===== src/verilog/wwbm_pkg.sv =====
// Package with the constants and types of the wide word byte multiplexer.
package wwbm_pkg;
  localparam int WORD_W = 32;
  localparam int LANE_W = 8;
  localparam int LANES = WORD_W / LANE_W;
  localparam int STAGES = LANES + 1;
  localparam int FIFO_DEPTH = 32;
  localparam logic [STAGES-1:0] STAGES_IDLE = 5'h1F;
  localparam int FOURTH_STAGE = 3;
  localparam int FIFTH_STAGE = 4;
  typedef enum logic [1:0] {
    WWBM_MODE_NORMAL = 2'h0,
    WWBM_MODE_REPEAT_CONT = 2'h1,
    WWBM_MODE_REPEAT_SYNC = 2'h2
  } wwbm_mode_t;
endpackage

===== src/verilog/wwbm_fifo.sv =====
// Parameterised valid/ready FIFO holding host words ahead of the multiplexer.
module wwbm_fifo #(
  parameter int WIDTH = 32,
  parameter int DEPTH = 32
) (
  input wire logic clk_i,
  input wire logic rst_n_i,
  input wire logic [WIDTH-1:0] in_data_i,
  input wire logic in_valid_i,
  output logic in_ready_o,
  output logic [WIDTH-1:0] out_data_o,
  output logic out_valid_o,
  input wire logic out_ready_i
);
  localparam int AW = $clog2(DEPTH);
  logic [WIDTH-1:0] mem [DEPTH];
  logic [AW:0] wr_ptr;
  logic [AW:0] rd_ptr;
  logic [AW:0] next_wr_ptr;
  logic [AW:0] next_rd_ptr;
  logic do_wr;
  logic do_rd;

  always_comb begin
    do_wr = in_valid_i && in_ready_o;
    do_rd = out_valid_o && out_ready_i;
    next_wr_ptr = do_wr ? wr_ptr + 1'b1 : wr_ptr;
    next_rd_ptr = do_rd ? rd_ptr + 1'b1 : rd_ptr;
    in_ready_o = !((wr_ptr[AW] != rd_ptr[AW]) && (wr_ptr[AW-1:0] == rd_ptr[AW-1:0]));
    out_valid_o = (wr_ptr != rd_ptr);
    out_data_o = mem[rd_ptr[AW-1:0]];
  end

  always_ff @(posedge clk_i or negedge rst_n_i) begin
    if (!rst_n_i) begin
      wr_ptr <= '0;
      rd_ptr <= '0;
    end else begin
      wr_ptr <= next_wr_ptr;
      rd_ptr <= next_rd_ptr;
    end
  end

  always_ff @(posedge clk_i) begin
    if (do_wr) begin
      mem[wr_ptr[AW-1:0]] <= in_data_i;
    end
  end
endmodule


===== src/verilog/wwbm_mux.sv =====
// Top of the wide word byte multiplexer feeding a byte-wide link transmitter.
// What this block does
// - A load captures all byte lanes of the word together before any lane leaves.
// - A zero token shifts one stage per clock, selecting one lane in each of the four lane stages.
// - Outside continuous repeat, the first stage gate admits no new zero while lanes are still selected.
// - Selection and strobe settle at least half a cycle before the transmitter samples.
// - The byte strobe is asserted only in the cycle after a lane stage holds the token, repeat modes included.
// - An option feeds the fourth or fifth stage back instead of the load pulse.
// - Continuous repeat strobes the transmitter on every cycle, never leaving a sync.
// - Sync-gap repeat leaves exactly one unstrobed cycle after every four bytes.
// - Wide words go out through one byte transmitter, lane after lane.
module wwbm_mux (
  input wire logic clk_i,
  input wire logic rst_n_i,
  input wire logic [wwbm_pkg::WORD_W-1:0] host_word_i,
  input wire logic host_load_i,
  output logic host_ready_o,
  input wire logic [1:0] repeat_mode_i,
  output logic [wwbm_pkg::LANE_W-1:0] tx_byte_o,
  output logic byte_send_strobe_o
);
  logic [wwbm_pkg::WORD_W-1:0] f_data;
  logic f_valid;
  logic f_ready;
  logic f_in_ready;
  logic [1:0] mode_meta;
  logic [1:0] mode_sync;
  logic [wwbm_pkg::WORD_W-1:0] lane_buf;
  logic [wwbm_pkg::STAGES-1:0] stage;
  logic [wwbm_pkg::LANE_W-1:0] tx_byte;
  logic strobe;
  logic ready;
  logic [wwbm_pkg::WORD_W-1:0] next_lane_buf;
  logic [wwbm_pkg::STAGES-1:0] next_stage;
  logic [wwbm_pkg::LANE_W-1:0] next_tx_byte;
  logic next_strobe;
  logic busy;
  logic first_stage_input_gate;
  logic fourth_stage_output;
  logic fifth_stage_output;
  wwbm_pkg::wwbm_mode_t mode;
  localparam int CNT_W = $clog2(wwbm_pkg::FIFO_DEPTH) + 1;
  localparam logic [CNT_W-1:0] FIFO_FULL = CNT_W'(wwbm_pkg::FIFO_DEPTH);
  logic [CNT_W-1:0] fill;
  logic [CNT_W-1:0] next_fill;
  logic push;
  logic pop;
  logic idle;

  // Returns the lane picked by the one-cold token, or zero when no lane is enabled.
  function automatic logic [wwbm_pkg::LANE_W-1:0] pick_lane(input logic [wwbm_pkg::WORD_W-1:0] w,
                                                             input logic [wwbm_pkg::STAGES-1:0] s);
    logic [wwbm_pkg::LANE_W-1:0] r;
    r = '0;
    for (int i = 0; i < wwbm_pkg::LANES; i++) begin
      if (!s[i]) begin
        r = w[i*wwbm_pkg::LANE_W +: wwbm_pkg::LANE_W];
      end
    end
    return r;
  endfunction

  wwbm_fifo #(
    .WIDTH(wwbm_pkg::WORD_W),
    .DEPTH(wwbm_pkg::FIFO_DEPTH)
  ) u_fifo (
    .clk_i(clk_i),
    .rst_n_i(rst_n_i),
    .in_data_i(host_word_i),
    .in_valid_i(host_load_i),
    .in_ready_o(f_in_ready),
    .out_data_o(f_data),
    .out_valid_o(f_valid),
    .out_ready_i(f_ready)
  );

  always_comb begin
    mode = wwbm_pkg::wwbm_mode_t'(mode_sync);
    fourth_stage_output = stage[wwbm_pkg::FOURTH_STAGE];
    fifth_stage_output = stage[wwbm_pkg::FIFTH_STAGE];
    busy = !(&stage[wwbm_pkg::LANES-1:0]);
    idle = &stage;
    f_ready = 1'b0;
    // Outside continuous repeat, the gate passes a zero only when no token is in the lane stages.
    // In a repeat mode an idle register restarts by itself, with no host load needed.
    case (mode)
      // Continuous repeat restarts as the fourth lane leaves, so no gap appears.
      wwbm_pkg::WWBM_MODE_REPEAT_CONT: first_stage_input_gate = fourth_stage_output && !idle;
      // Sync-gap repeat restarts from idle, or once the token sits in the fifth stage.
      wwbm_pkg::WWBM_MODE_REPEAT_SYNC: first_stage_input_gate = busy || (fifth_stage_output && !idle);
      // Code three lands here as well, so it runs as normal mode and pops the FIFO.
      default: begin
        first_stage_input_gate = busy || !f_valid;
        f_ready = !first_stage_input_gate;
      end
    endcase
    // Token enters stage 0 and walks one stage per clock.
    next_stage = {stage[wwbm_pkg::STAGES-2:0], first_stage_input_gate};
    // All lanes are captured at once on the load, before the first lane is sent.
    next_lane_buf = (!first_stage_input_gate && f_ready) ? f_data : lane_buf;
    // One byte lane goes to the single transmitter per stage.
    next_tx_byte = pick_lane(lane_buf, stage);
    // Strobe only while a lane stage holds the token.
    next_strobe = busy;
    push = host_load_i && f_in_ready;
    pop = f_valid && f_ready;
    next_fill = fill + CNT_W'(push) - CNT_W'(pop);
    // Ready looks one edge ahead, so a registered high always means a free slot.
    ready = (next_fill != FIFO_FULL);
  end

  // Registered on the same edge; outputs settle a full cycle before sampling.
  always_ff @(posedge clk_i or negedge rst_n_i) begin
    if (!rst_n_i) begin
      stage <= wwbm_pkg::STAGES_IDLE;
      lane_buf <= '0;
      tx_byte <= '0;
      strobe <= 1'b0;
      fill <= '0;
      mode_meta <= '0;
      mode_sync <= '0;
    end else begin
      stage <= next_stage;
      lane_buf <= next_lane_buf;
      tx_byte <= next_tx_byte;
      strobe <= next_strobe;
      fill <= next_fill;
      mode_meta <= repeat_mode_i;
      mode_sync <= mode_meta;
    end
  end

  always_ff @(posedge clk_i or negedge rst_n_i) begin
    if (!rst_n_i) begin
      host_ready_o <= 1'b0;
    end else begin
      host_ready_o <= ready;
    end
  end

  assign tx_byte_o = tx_byte;
  assign byte_send_strobe_o = strobe;
endmodule


===== config.mk =====
export PLATFORM = sky130hd
export DESIGN_NAME = wwbm_mux
export DESIGN_NICKNAME = d
export VERILOG_FILES = /design/src/verilog/wwbm_pkg.sv /design/src/verilog/wwbm_fifo.sv /design/src/verilog/wwbm_mux.sv
export SDC_FILE = /design/constraint.sdc
export NUM_CORES = 1
export LEC_CHECK = 0
export BUFFER_PORTS_ARGS = -buffer_cell sky130_fd_sc_hd__buf_4
export CAP_MARGIN = 10
export CORE_MARGIN = 2
export CORE_UTILIZATION = 55
export DETAILED_ROUTE_END_ITERATION = 7
export PLACE_DENSITY = 0.79
export SYNTH_ARGS = -nofsm -noshare
export SYNTH_HDL_FRONTEND = slang
export SYNTH_SLANG_ARGS = --single-unit
export TNS_END_PERCENT = 50

===== constraint.sdc =====
create_clock -name clk_i -period 4.62 [get_ports clk_i]
set_input_delay 1.155 -clock clk_i [delete_from_list [all_inputs] [get_ports clk_i]]
set_output_delay 1.155 -clock clk_i [all_outputs]
set_load 0.02 [all_outputs]

==> run summary, run 1 <==
The flow ran to the end, and the final reports show no timing, DRC or antenna violations. The longest clock path from root to sink contains 3 buffers. The post-detailed-placement cell area came out at 44300 um^2. The capturing element type of the critical path is a register. The total nets after synthesis came out at 2162. The peak fanout along the critical path came out at 148. After clock tree synthesis, the clock-pin slew on the worst setup and hold paths is 0.07 ns. The antenna violation net count after detailed routing is 0. The number of buffers added by the clock tree synthesis step is 106. The worst pin sits at a relative slew slack of 17.0%. The starting DRC count in detailed routing is 3332. In the synthesized netlist, mux cells make up 13.7% of the area. At the pin with the least slew margin, the transition time is 1.24 ns. The final period demand of the worst path came out at 3.56 ns.

47 I/O pins were placed. For the final database, setup skew stands at 0.0428 ns. The core area is 76100 um^2.

The worst setup path is launched from a register. The register area share after synthesis is 76.6%. The total number of H-tree levels came out at 3. The number of flops mapped to enable cells by yosys came out at 1024. The critical path is of the reg2reg type. The via count of the first global-routing pass is 22400. Summing internal, switching and leakage power gives 0.0283 W. The signal arrival time at the worst endpoint came out at 4.18 ns. The average footprint of a synthesized cell came out at 20.1 um^2.

From left edge to right edge, the die measures 282 um. The insertion delay to the later sink of the worst-skew pair came out at 0.69 ns. The pre-CTS worst setup slack came out at 1.20 ns. The first global-routing pass estimated 152 mm of wire. The number of buffer cells added on primary ports came out at 46. The overall via count from detail_route is 22200. The final wirelength is 104 mm. The data required time at the worst endpoint is 5.24 ns. The maximum vdd ir drop came out at 0.000396 V. The post-CTS setup buffer count came out at 0. Derived from the worst setup path, the maximum achievable clock frequency is 281 MHz. The static leakage came out at 15.4 nW. Counting the fill cells in the layout gives 4895.

Of the total synthesized cell area, the portion taken by XOR and XNOR cells is 0.413%. The post-placement cell count is 3112. The final non-filler cell area is 48100 um^2. The first detailed-routing pass took 5 iterations. The count of final hold-check violations is 0. TritonCTS built the clock tree.

The worst hold path belongs to the class reg2reg. The initial antenna violation count came out at 3. The total of endpoints with negative setup slack in the final report is 0. The root buffer cell chosen for the clock tree is sky130_fd_sc_hd__clkbuf_16. The share of synthesized cell area in and, or, nand and nor gates is 2.18%. The adder and majority gate portion of the synthesized area came out at 0.431%. The area of the mapped netlist is 42400 um^2. The number of slew-limit violations in the final report is 0. The count of non-filler cells in the finished layout came out at 3315. In the final layout, the share of cells above drive strength 1 is 23.3%.

For this run, the post-layout net count is 2241. The post-synthesis register bit count is 1093. Compared with the post-synthesis result, the final layout area differs by 13.5%.

For this run, the leading register cell type out of synthesis is sky130_fd_sc_hd__edfxtp_1. The period utilization is 77.0%. The top-area cell type share of the netlist area came out at 72.6%. The synthesis warning total is 0.

Detailed placement finished with a half-perimeter wire length of 54.4 mm. Setup repair after global routing left no endpoint under its margin. sky130_fd_sc_hd__edfxtp_1 takes more of the synthesized area than any other cell. The power density over the cells is 589 nW/um^2. The post-detailed-route via-to-cell ratio is 6.71.

The maximum number of pins on one net before global-route repair came out at 149. The post-cts gate resize count came out at 0. By area, the combinational part of the netlist is dominated by multiplexers. After detailed routing, the average wire length per cell comes to 31.4 um. For this run, asynchronously set or reset flops after synthesis account for 6.31%.

The clock sink count is 1093. The count of hold-fix buffers inserted at cts came out at 0. After detailed routing, the number of remaining DRC violations is 0. The number of placement rows came out at 101. The die extent in y came out at 282 um.

The total global-route track usage is 26.8%. The number of standard cells after synthesis is 2111. The effective utilization at floorplan came out at 55.7%. The residual overflow from global routing came out at 0. The accumulated negative setup slack came out at 0 ns. Once routing completed, OpenROAD measured the worst setup slack at 1.06 ns. Across the run, the number of max-cap violations was 0.

The count of cell types in the netlist is 46. The share of the synthesized area in compound gates (AO/OA/AOI/OAI) is 4.77%. After synthesis, the cell types taking the most area are sky130_fd_sc_hd__edfxtp_1 73%, sky130_fd_sc_hd__mux4_2 7.0%, sky130_fd_sc_hd__dfrtp_1 3.8%.

The placer congestion estimate came out at 0.831. The area of the die is 79300 um^2.
## power breakdown
part	internal, W	switching, W
registers	0.0117	0.000532
clock network	0.00548	0.00376
logic	0.00281	0.00404
total	0.0200	0.00833
## logic make-up (layout without fill, tap and decap cells)
kind of cell | count (synthesis) | in the layout
muxes | 360 | 360
buffers and inverters | 145 | 318
xor gates and xnor gates | 20 | 20
other | 0 | 1
DFF | 1093 | 1093
adders and majority gates | 14 | 14
and+or+nand+nor | 193 | 193
AOI/OAI and AO/OA | 286 | 286
## state kept, by name, indices dropped and copies added, names as in the netlist, 5 cells and up
register	count
lane_buf	32
u_fifo.rd_ptr	6
fill	6
u_fifo.wr_ptr	6
tx_byte_o	8
stage	5
u_fifo.mem	1024
## per-layer routing
| layer | track usage, % | vias to the layer above | part of all wire (%) |
|---|---|---|---|
| li1 | - | 8874 | - |
| met5 | 0 | - | 0.012 |
| met4 | 11.9 | 2 | 4.7 |
| met3 | 6.39 | 301 | 11 |
| met2 | 41.6 | 1563 | 47 |
| met1 | 36.4 | 11500 | 37 |
## worst paths after layout
check	start	endpoint	slack (ns)	cells past startpoint
setup / recovery	u_fifo.rd_ptr[1]	lane_buf[24]	1.06	6
hold / removal	mode_meta[1]	mode[1]	0.36	0
setup reg to reg	u_fifo.rd_ptr[1]	lane_buf[24]	1.06	6
hold reg to reg	mode_meta[1]	mode[1]	0.36	0
max in group asynchronous	rst_n_i	tx_byte_o[2]	3.17	2
min in group asynchronous	rst_n_i	mode[1]	0.54	1
## critical path, cell delays in order (launching register included)
cell and delay [ns]:
sky130_fd_sc_hd__dfrtp_4 0.74, sky130_fd_sc_hd__buf_12 0.59, sky130_fd_sc_hd__or2_2 0.61, sky130_fd_sc_hd__buf_4 0.44, sky130_fd_sc_hd__o22ai_1 0.14, sky130_fd_sc_hd__o311ai_1 0.39, sky130_fd_sc_hd__a22o_1 0.22
## area by class of cell
type	count	area, um^2	share of cell area, %
diodes	1	2.50	0.00520
clock buffers	135	2890	6.02
clock inverters	67	902	1.88
inverters	16	61.3	0.127
multi-input cells	873	9390	19.5
flip-flops and latches	1093	32500	67.6
well taps	1030	1290	2.68
repair buffers	100	1060	2.21
## cell usage after synthesis, types with 31 or more instances
| library cell | number |
|---|---|
| sky130_fd_sc_hd__a211oi_1 | 32 |
| sky130_fd_sc_hd__a21oi_1 | 53 |
| sky130_fd_sc_hd__a22o_1 | 31 |
| sky130_fd_sc_hd__a22oi_1 | 65 |
| sky130_fd_sc_hd__buf_2 | 51 |
| sky130_fd_sc_hd__clkbuf_1 | 41 |
| sky130_fd_sc_hd__dfrtp_1 | 64 |
| sky130_fd_sc_hd__edfxtp_1 | 1024 |
| sky130_fd_sc_hd__mux2_2 | 72 |
| sky130_fd_sc_hd__mux2i_1 | 128 |
| sky130_fd_sc_hd__mux4_2 | 132 |
| sky130_fd_sc_hd__nand2_1 | 50 |
| sky130_fd_sc_hd__nor2_1 | 49 |
| sky130_fd_sc_hd__nor2b_1 | 43 |
| sky130_fd_sc_hd__nor3_1 | 35 |
| sky130_fd_sc_hd__o22ai_1 | 64 |
| sky130_fd_sc_hd__o311ai_1 | 31 |
## stage by stage
stage                     util, %  hold slack [ns]
after floorplan                 -            0.331
after global placement       58.2            0.343
after detailed placement     58.2            0.337
after CTS                    63.2            0.362
after global routing         63.2            0.367
final                        63.2            0.356
## cells in the final DEF, fill, tap and decap left out, types with 31 or more instances in the layout
master,synthesis,layout
sky130_fd_sc_hd__mux2i_1,128,128
sky130_fd_sc_hd__nor2b_1,43,41
sky130_fd_sc_hd__mux4_2,132,132
sky130_fd_sc_hd__a22oi_1,65,65
sky130_fd_sc_hd__o311ai_1,31,31
sky130_fd_sc_hd__nand2_1,50,48
sky130_fd_sc_hd__edfxtp_1,1024,1024
sky130_fd_sc_hd__o22ai_1,64,64
sky130_fd_sc_hd__mux2_2,72,72
sky130_fd_sc_hd__a22o_1,31,31
sky130_fd_sc_hd__a211oi_1,32,32
sky130_fd_sc_hd__clkbuf_16,0,108
sky130_fd_sc_hd__nor2_4,0,33
sky130_fd_sc_hd__nor3_1,35,35
sky130_fd_sc_hd__buf_4,20,75
sky130_fd_sc_hd__a21oi_1,53,53
sky130_fd_sc_hd__dfrtp_1,64,60
No activity file was read; power rests on OpenSTA's default activity.
==> run 2, diff against run 1 <==
PLACE_DENSITY = 0.82   (was 0.79)
clock period = 3.25 ns   (was 4.62 ns; I/O delays follow)
==> run summary, run 2 (synthesis gave the netlist of run 1 again) <==
The slowest cell on the critical path is sky130_fd_sc_hd__dfrtp_1. The fraction of layout cells with a size suffix above 1 is 24.1% (+0.85 points). The number of buffer cells added on primary ports is 46 (unchanged). The synthesis-to-layout area growth came out at 13.3%. The final period demand of the worst path came out at 2.98 ns (-0.580 ns).

The clock tree from TritonCTS is done. The worst register-to-register path begins at u_fifo.wr_ptr[1]. The pin slew with the least headroom to its limit came out at 1.01 ns (-0.236 ns). The end of the worst register-to-register path is host_ready_o. The post-detailed-placement half-perimeter wirelength is 55.6 mm (+2.3%). The number of buffers added by the clock tree synthesis step was 102 (-3.8%). The maximum number of pins on one net before global-route repair came out at 118 (-21%). The checks that failed: design-rule violations. The post-detailed-route via-to-cell ratio is 6.72 (+0.28%). The per-cell routed wire length came out at 31.5 um (about the same). The library cell used most frequently in the layout, excluding fill and tap cells, is sky130_fd_sc_hd__edfxtp_1.

The maximum vdd ir drop came out at 0.000609 V (+54%). The area of the die was 79300 um^2 (unchanged). The data required time at the worst endpoint came out at 3.77 ns (-1.47 ns). In the layout the commonest cells are 1024 x sky130_fd_sc_hd__edfxtp_1, 132 x sky130_fd_sc_hd__mux4_2, 132 x sky130_fd_sc_hd__buf_4, 128 x sky130_fd_sc_hd__mux2i_1, 103 x sky130_fd_sc_hd__clkbuf_16. The number of nets in the layout came to 2287 (+2.1%).

In this run the clock root is driven by a sky130_fd_sc_hd__clkbuf_16. The critical path's largest stage delay came out at 0.44 ns (-0.30 ns). The final non-filler cell area came to 48000 um^2 (-0.14%). The via count of the first global-routing pass is 23200 (+3.5%). The starting DRC count in detailed routing was 3560 (+6.8%). The flow ran to the end, but the final reports show violations. The path class of the tightest hold or removal check is in2async. The number of flip-flops in the largest register came out at 1024 (unchanged). The worst clock skew on the final layout is 0.0682 ns (+0.0254 ns). The residual overflow from global routing came out at 0 (unchanged). The launch point of the worst path is u_fifo.wr_ptr[1]. The effective utilization at floorplan came out at 55.7% (unchanged). The final routed DRC violation total was 42 (+42). The post-detailed-placement cell area came out at 44600 um^2 (+0.62%). The capturing element type of the critical path is a register.

In this run the worst setup path terminates at host_ready_o. The total global-route track usage is 27.0% (+0.27 points). The total number of H-tree levels is 3 (unchanged). The clock transition at the registers of the reported paths is 0.07 ns (about the same). The wire length of the first global-routing pass is 154 mm (+1.5%). The flop-to-flop setup slack was 0.27 ns (-0.79 ns). The number of slew-limit violations in the final report came to 0 (unchanged).

The peak fanout along the critical path came out at 5 (-97%). The placer congestion estimate is 0.811 (-2.4%). The core area is 76100 um^2 (unchanged). The clock sink count is 1093 (unchanged). Traced cell by cell, the critical path runs through xor2_1 -> nor3_2 -> a31o_2 -> inv_1 -> ha_1 -> inv_1 -> ha_1 -> fa_1 -> a21o_1 -> a21oi_1 -> xnor2_1 -> nor2_1 -> nand3_1. The accumulated negative setup slack came out at 0 ns (unchanged). The top-level port count came to 47 (unchanged). Setup repair after global routing left no endpoint under its margin. The sort of element at the start of the critical path is a register. The number of buffer and inverter stages on the critical path is 2 (unchanged).

The count of maximum capacitance violations came out at 0 (unchanged). The period utilization was 91.6% (+15 points). The signal arrival time at the worst endpoint is 3.50 ns (-0.68 ns).

The detailed-router iteration count before antenna repair was 8 (+3). The insertion delay to the later sink of the worst-skew pair was 0.72 ns (+0.03 ns). The cell depth of the worst flop-to-flop path is 13 (+7).

The maximum buffer depth of the clock tree is 3 (unchanged). The total of endpoints with negative setup slack in the final report is 0 (unchanged). The number of stages on the worst setup path is 13 (+7). The number of placement rows came to 101 (unchanged). The count of final hold-check violations is 0 (unchanged).

The antenna violation net count after detailed routing came out at 0 (unchanged). The highest achievable clock rate came out at 336 MHz (+19%). The width of the chip came out at 282 um (unchanged). The worst setup path is of the reg2reg kind. The worst relative slew slack came out at 32.9% (+16 points). The overall via count from detail_route is 22600 (+1.5%). The die extent in y is 282 um (unchanged). The final wirelength was 106 mm (+1.3%). The static leakage came out at 15.5 nW (+0.36%). The power density over the cells came out at 824 nW/um^2 (+40%). The initial antenna violation count is 1 (-2).

The cell family contributing the most delay on the critical path is adder cells.
-- run 2: cell types whose count changed in the layout (fill, tap and decap cells not counted), moves of 4 or more --
cell / before / now
sky130_fd_sc_hd__clkinv_1: 10 / 21
sky130_fd_sc_hd__buf_4: 75 / 132
sky130_fd_sc_hd__buf_12: 25 / 18
sky130_fd_sc_hd__bufinv_16: 18 / 10
sky130_fd_sc_hd__clkbuf_16: 108 / 103
sky130_fd_sc_hd__clkinv_2: 21 / 17
-- run 2: area by class of cell --
class                           instances  area (um^2)
Clock buffer                          126         2720
Multi-Input combinational cell        873         9380
Tap cell                             1030         1290
Inverter                               16         61.3
Antenna cell                            2         5.00
Clock inverter                         66          721
Timing Repair Buffer                  150         1350
Sequential cell                      1093        32500
Fill cell                            4831        28100
-- run 2: per-layer routing --
layer	GRT usage, %	share of wire [%]	routed length [um]
met5	0	0.15	156
met4	11.7	4.8	5070
met3	7.55	12	13100
met2	42.4	47	49900
met1	35.9	35	37400
-- run 2: per-stage QoR --
stage | power, W | hold slack, ns | worst slack, ns | utilization (%) | instances
after CTS | 0.0395 | 0.180 | 0.241 | 63.1 | 3354
after floorplan | 0.0241 | 0.331 | 0.0718 | - | 2111
final | 0.0396 | 0.209 | 0.275 | 63.1 | 3356
after global placement | 0.0269 | 0.361 | 0.220 | 58.6 | 3162
after detailed placement | 0.0273 | 0.346 | 0.263 | 58.6 | 3162
after global routing | 0.0407 | 0.247 | 0.108 | 63.1 | 3354
-- run 2: where the power goes --
group | switching (W) | internal [W]
clock network | 0.00532 | 0.00682
logic | 0.00610 | 0.00419
registers | 0.000552 | 0.0166
-- run 2: repair_timing --
item,4_1_cts,5_1_grt
gates resized for setup,0,1
hold buffers,0,0
setup endpoints to repair,0,1
setup buffers,0,0
-- run 2: worst min path at each step --
stage	end	depth (start not counted)	slack (ns)	startpoint
after CTS	lane_buf[23]	1	0.18	rst_n_i
after global routing	lane_buf[9]	1	0.25	rst_n_i
final	lane_buf[23]	1	0.21	rst_n_i
after detailed placement	mode[0]	0	0.35	mode_meta[0]
after floorplan	mode[0]	0	0.33	mode_meta[0]
after global placement	mode[1]	0	0.36	mode_meta[1]
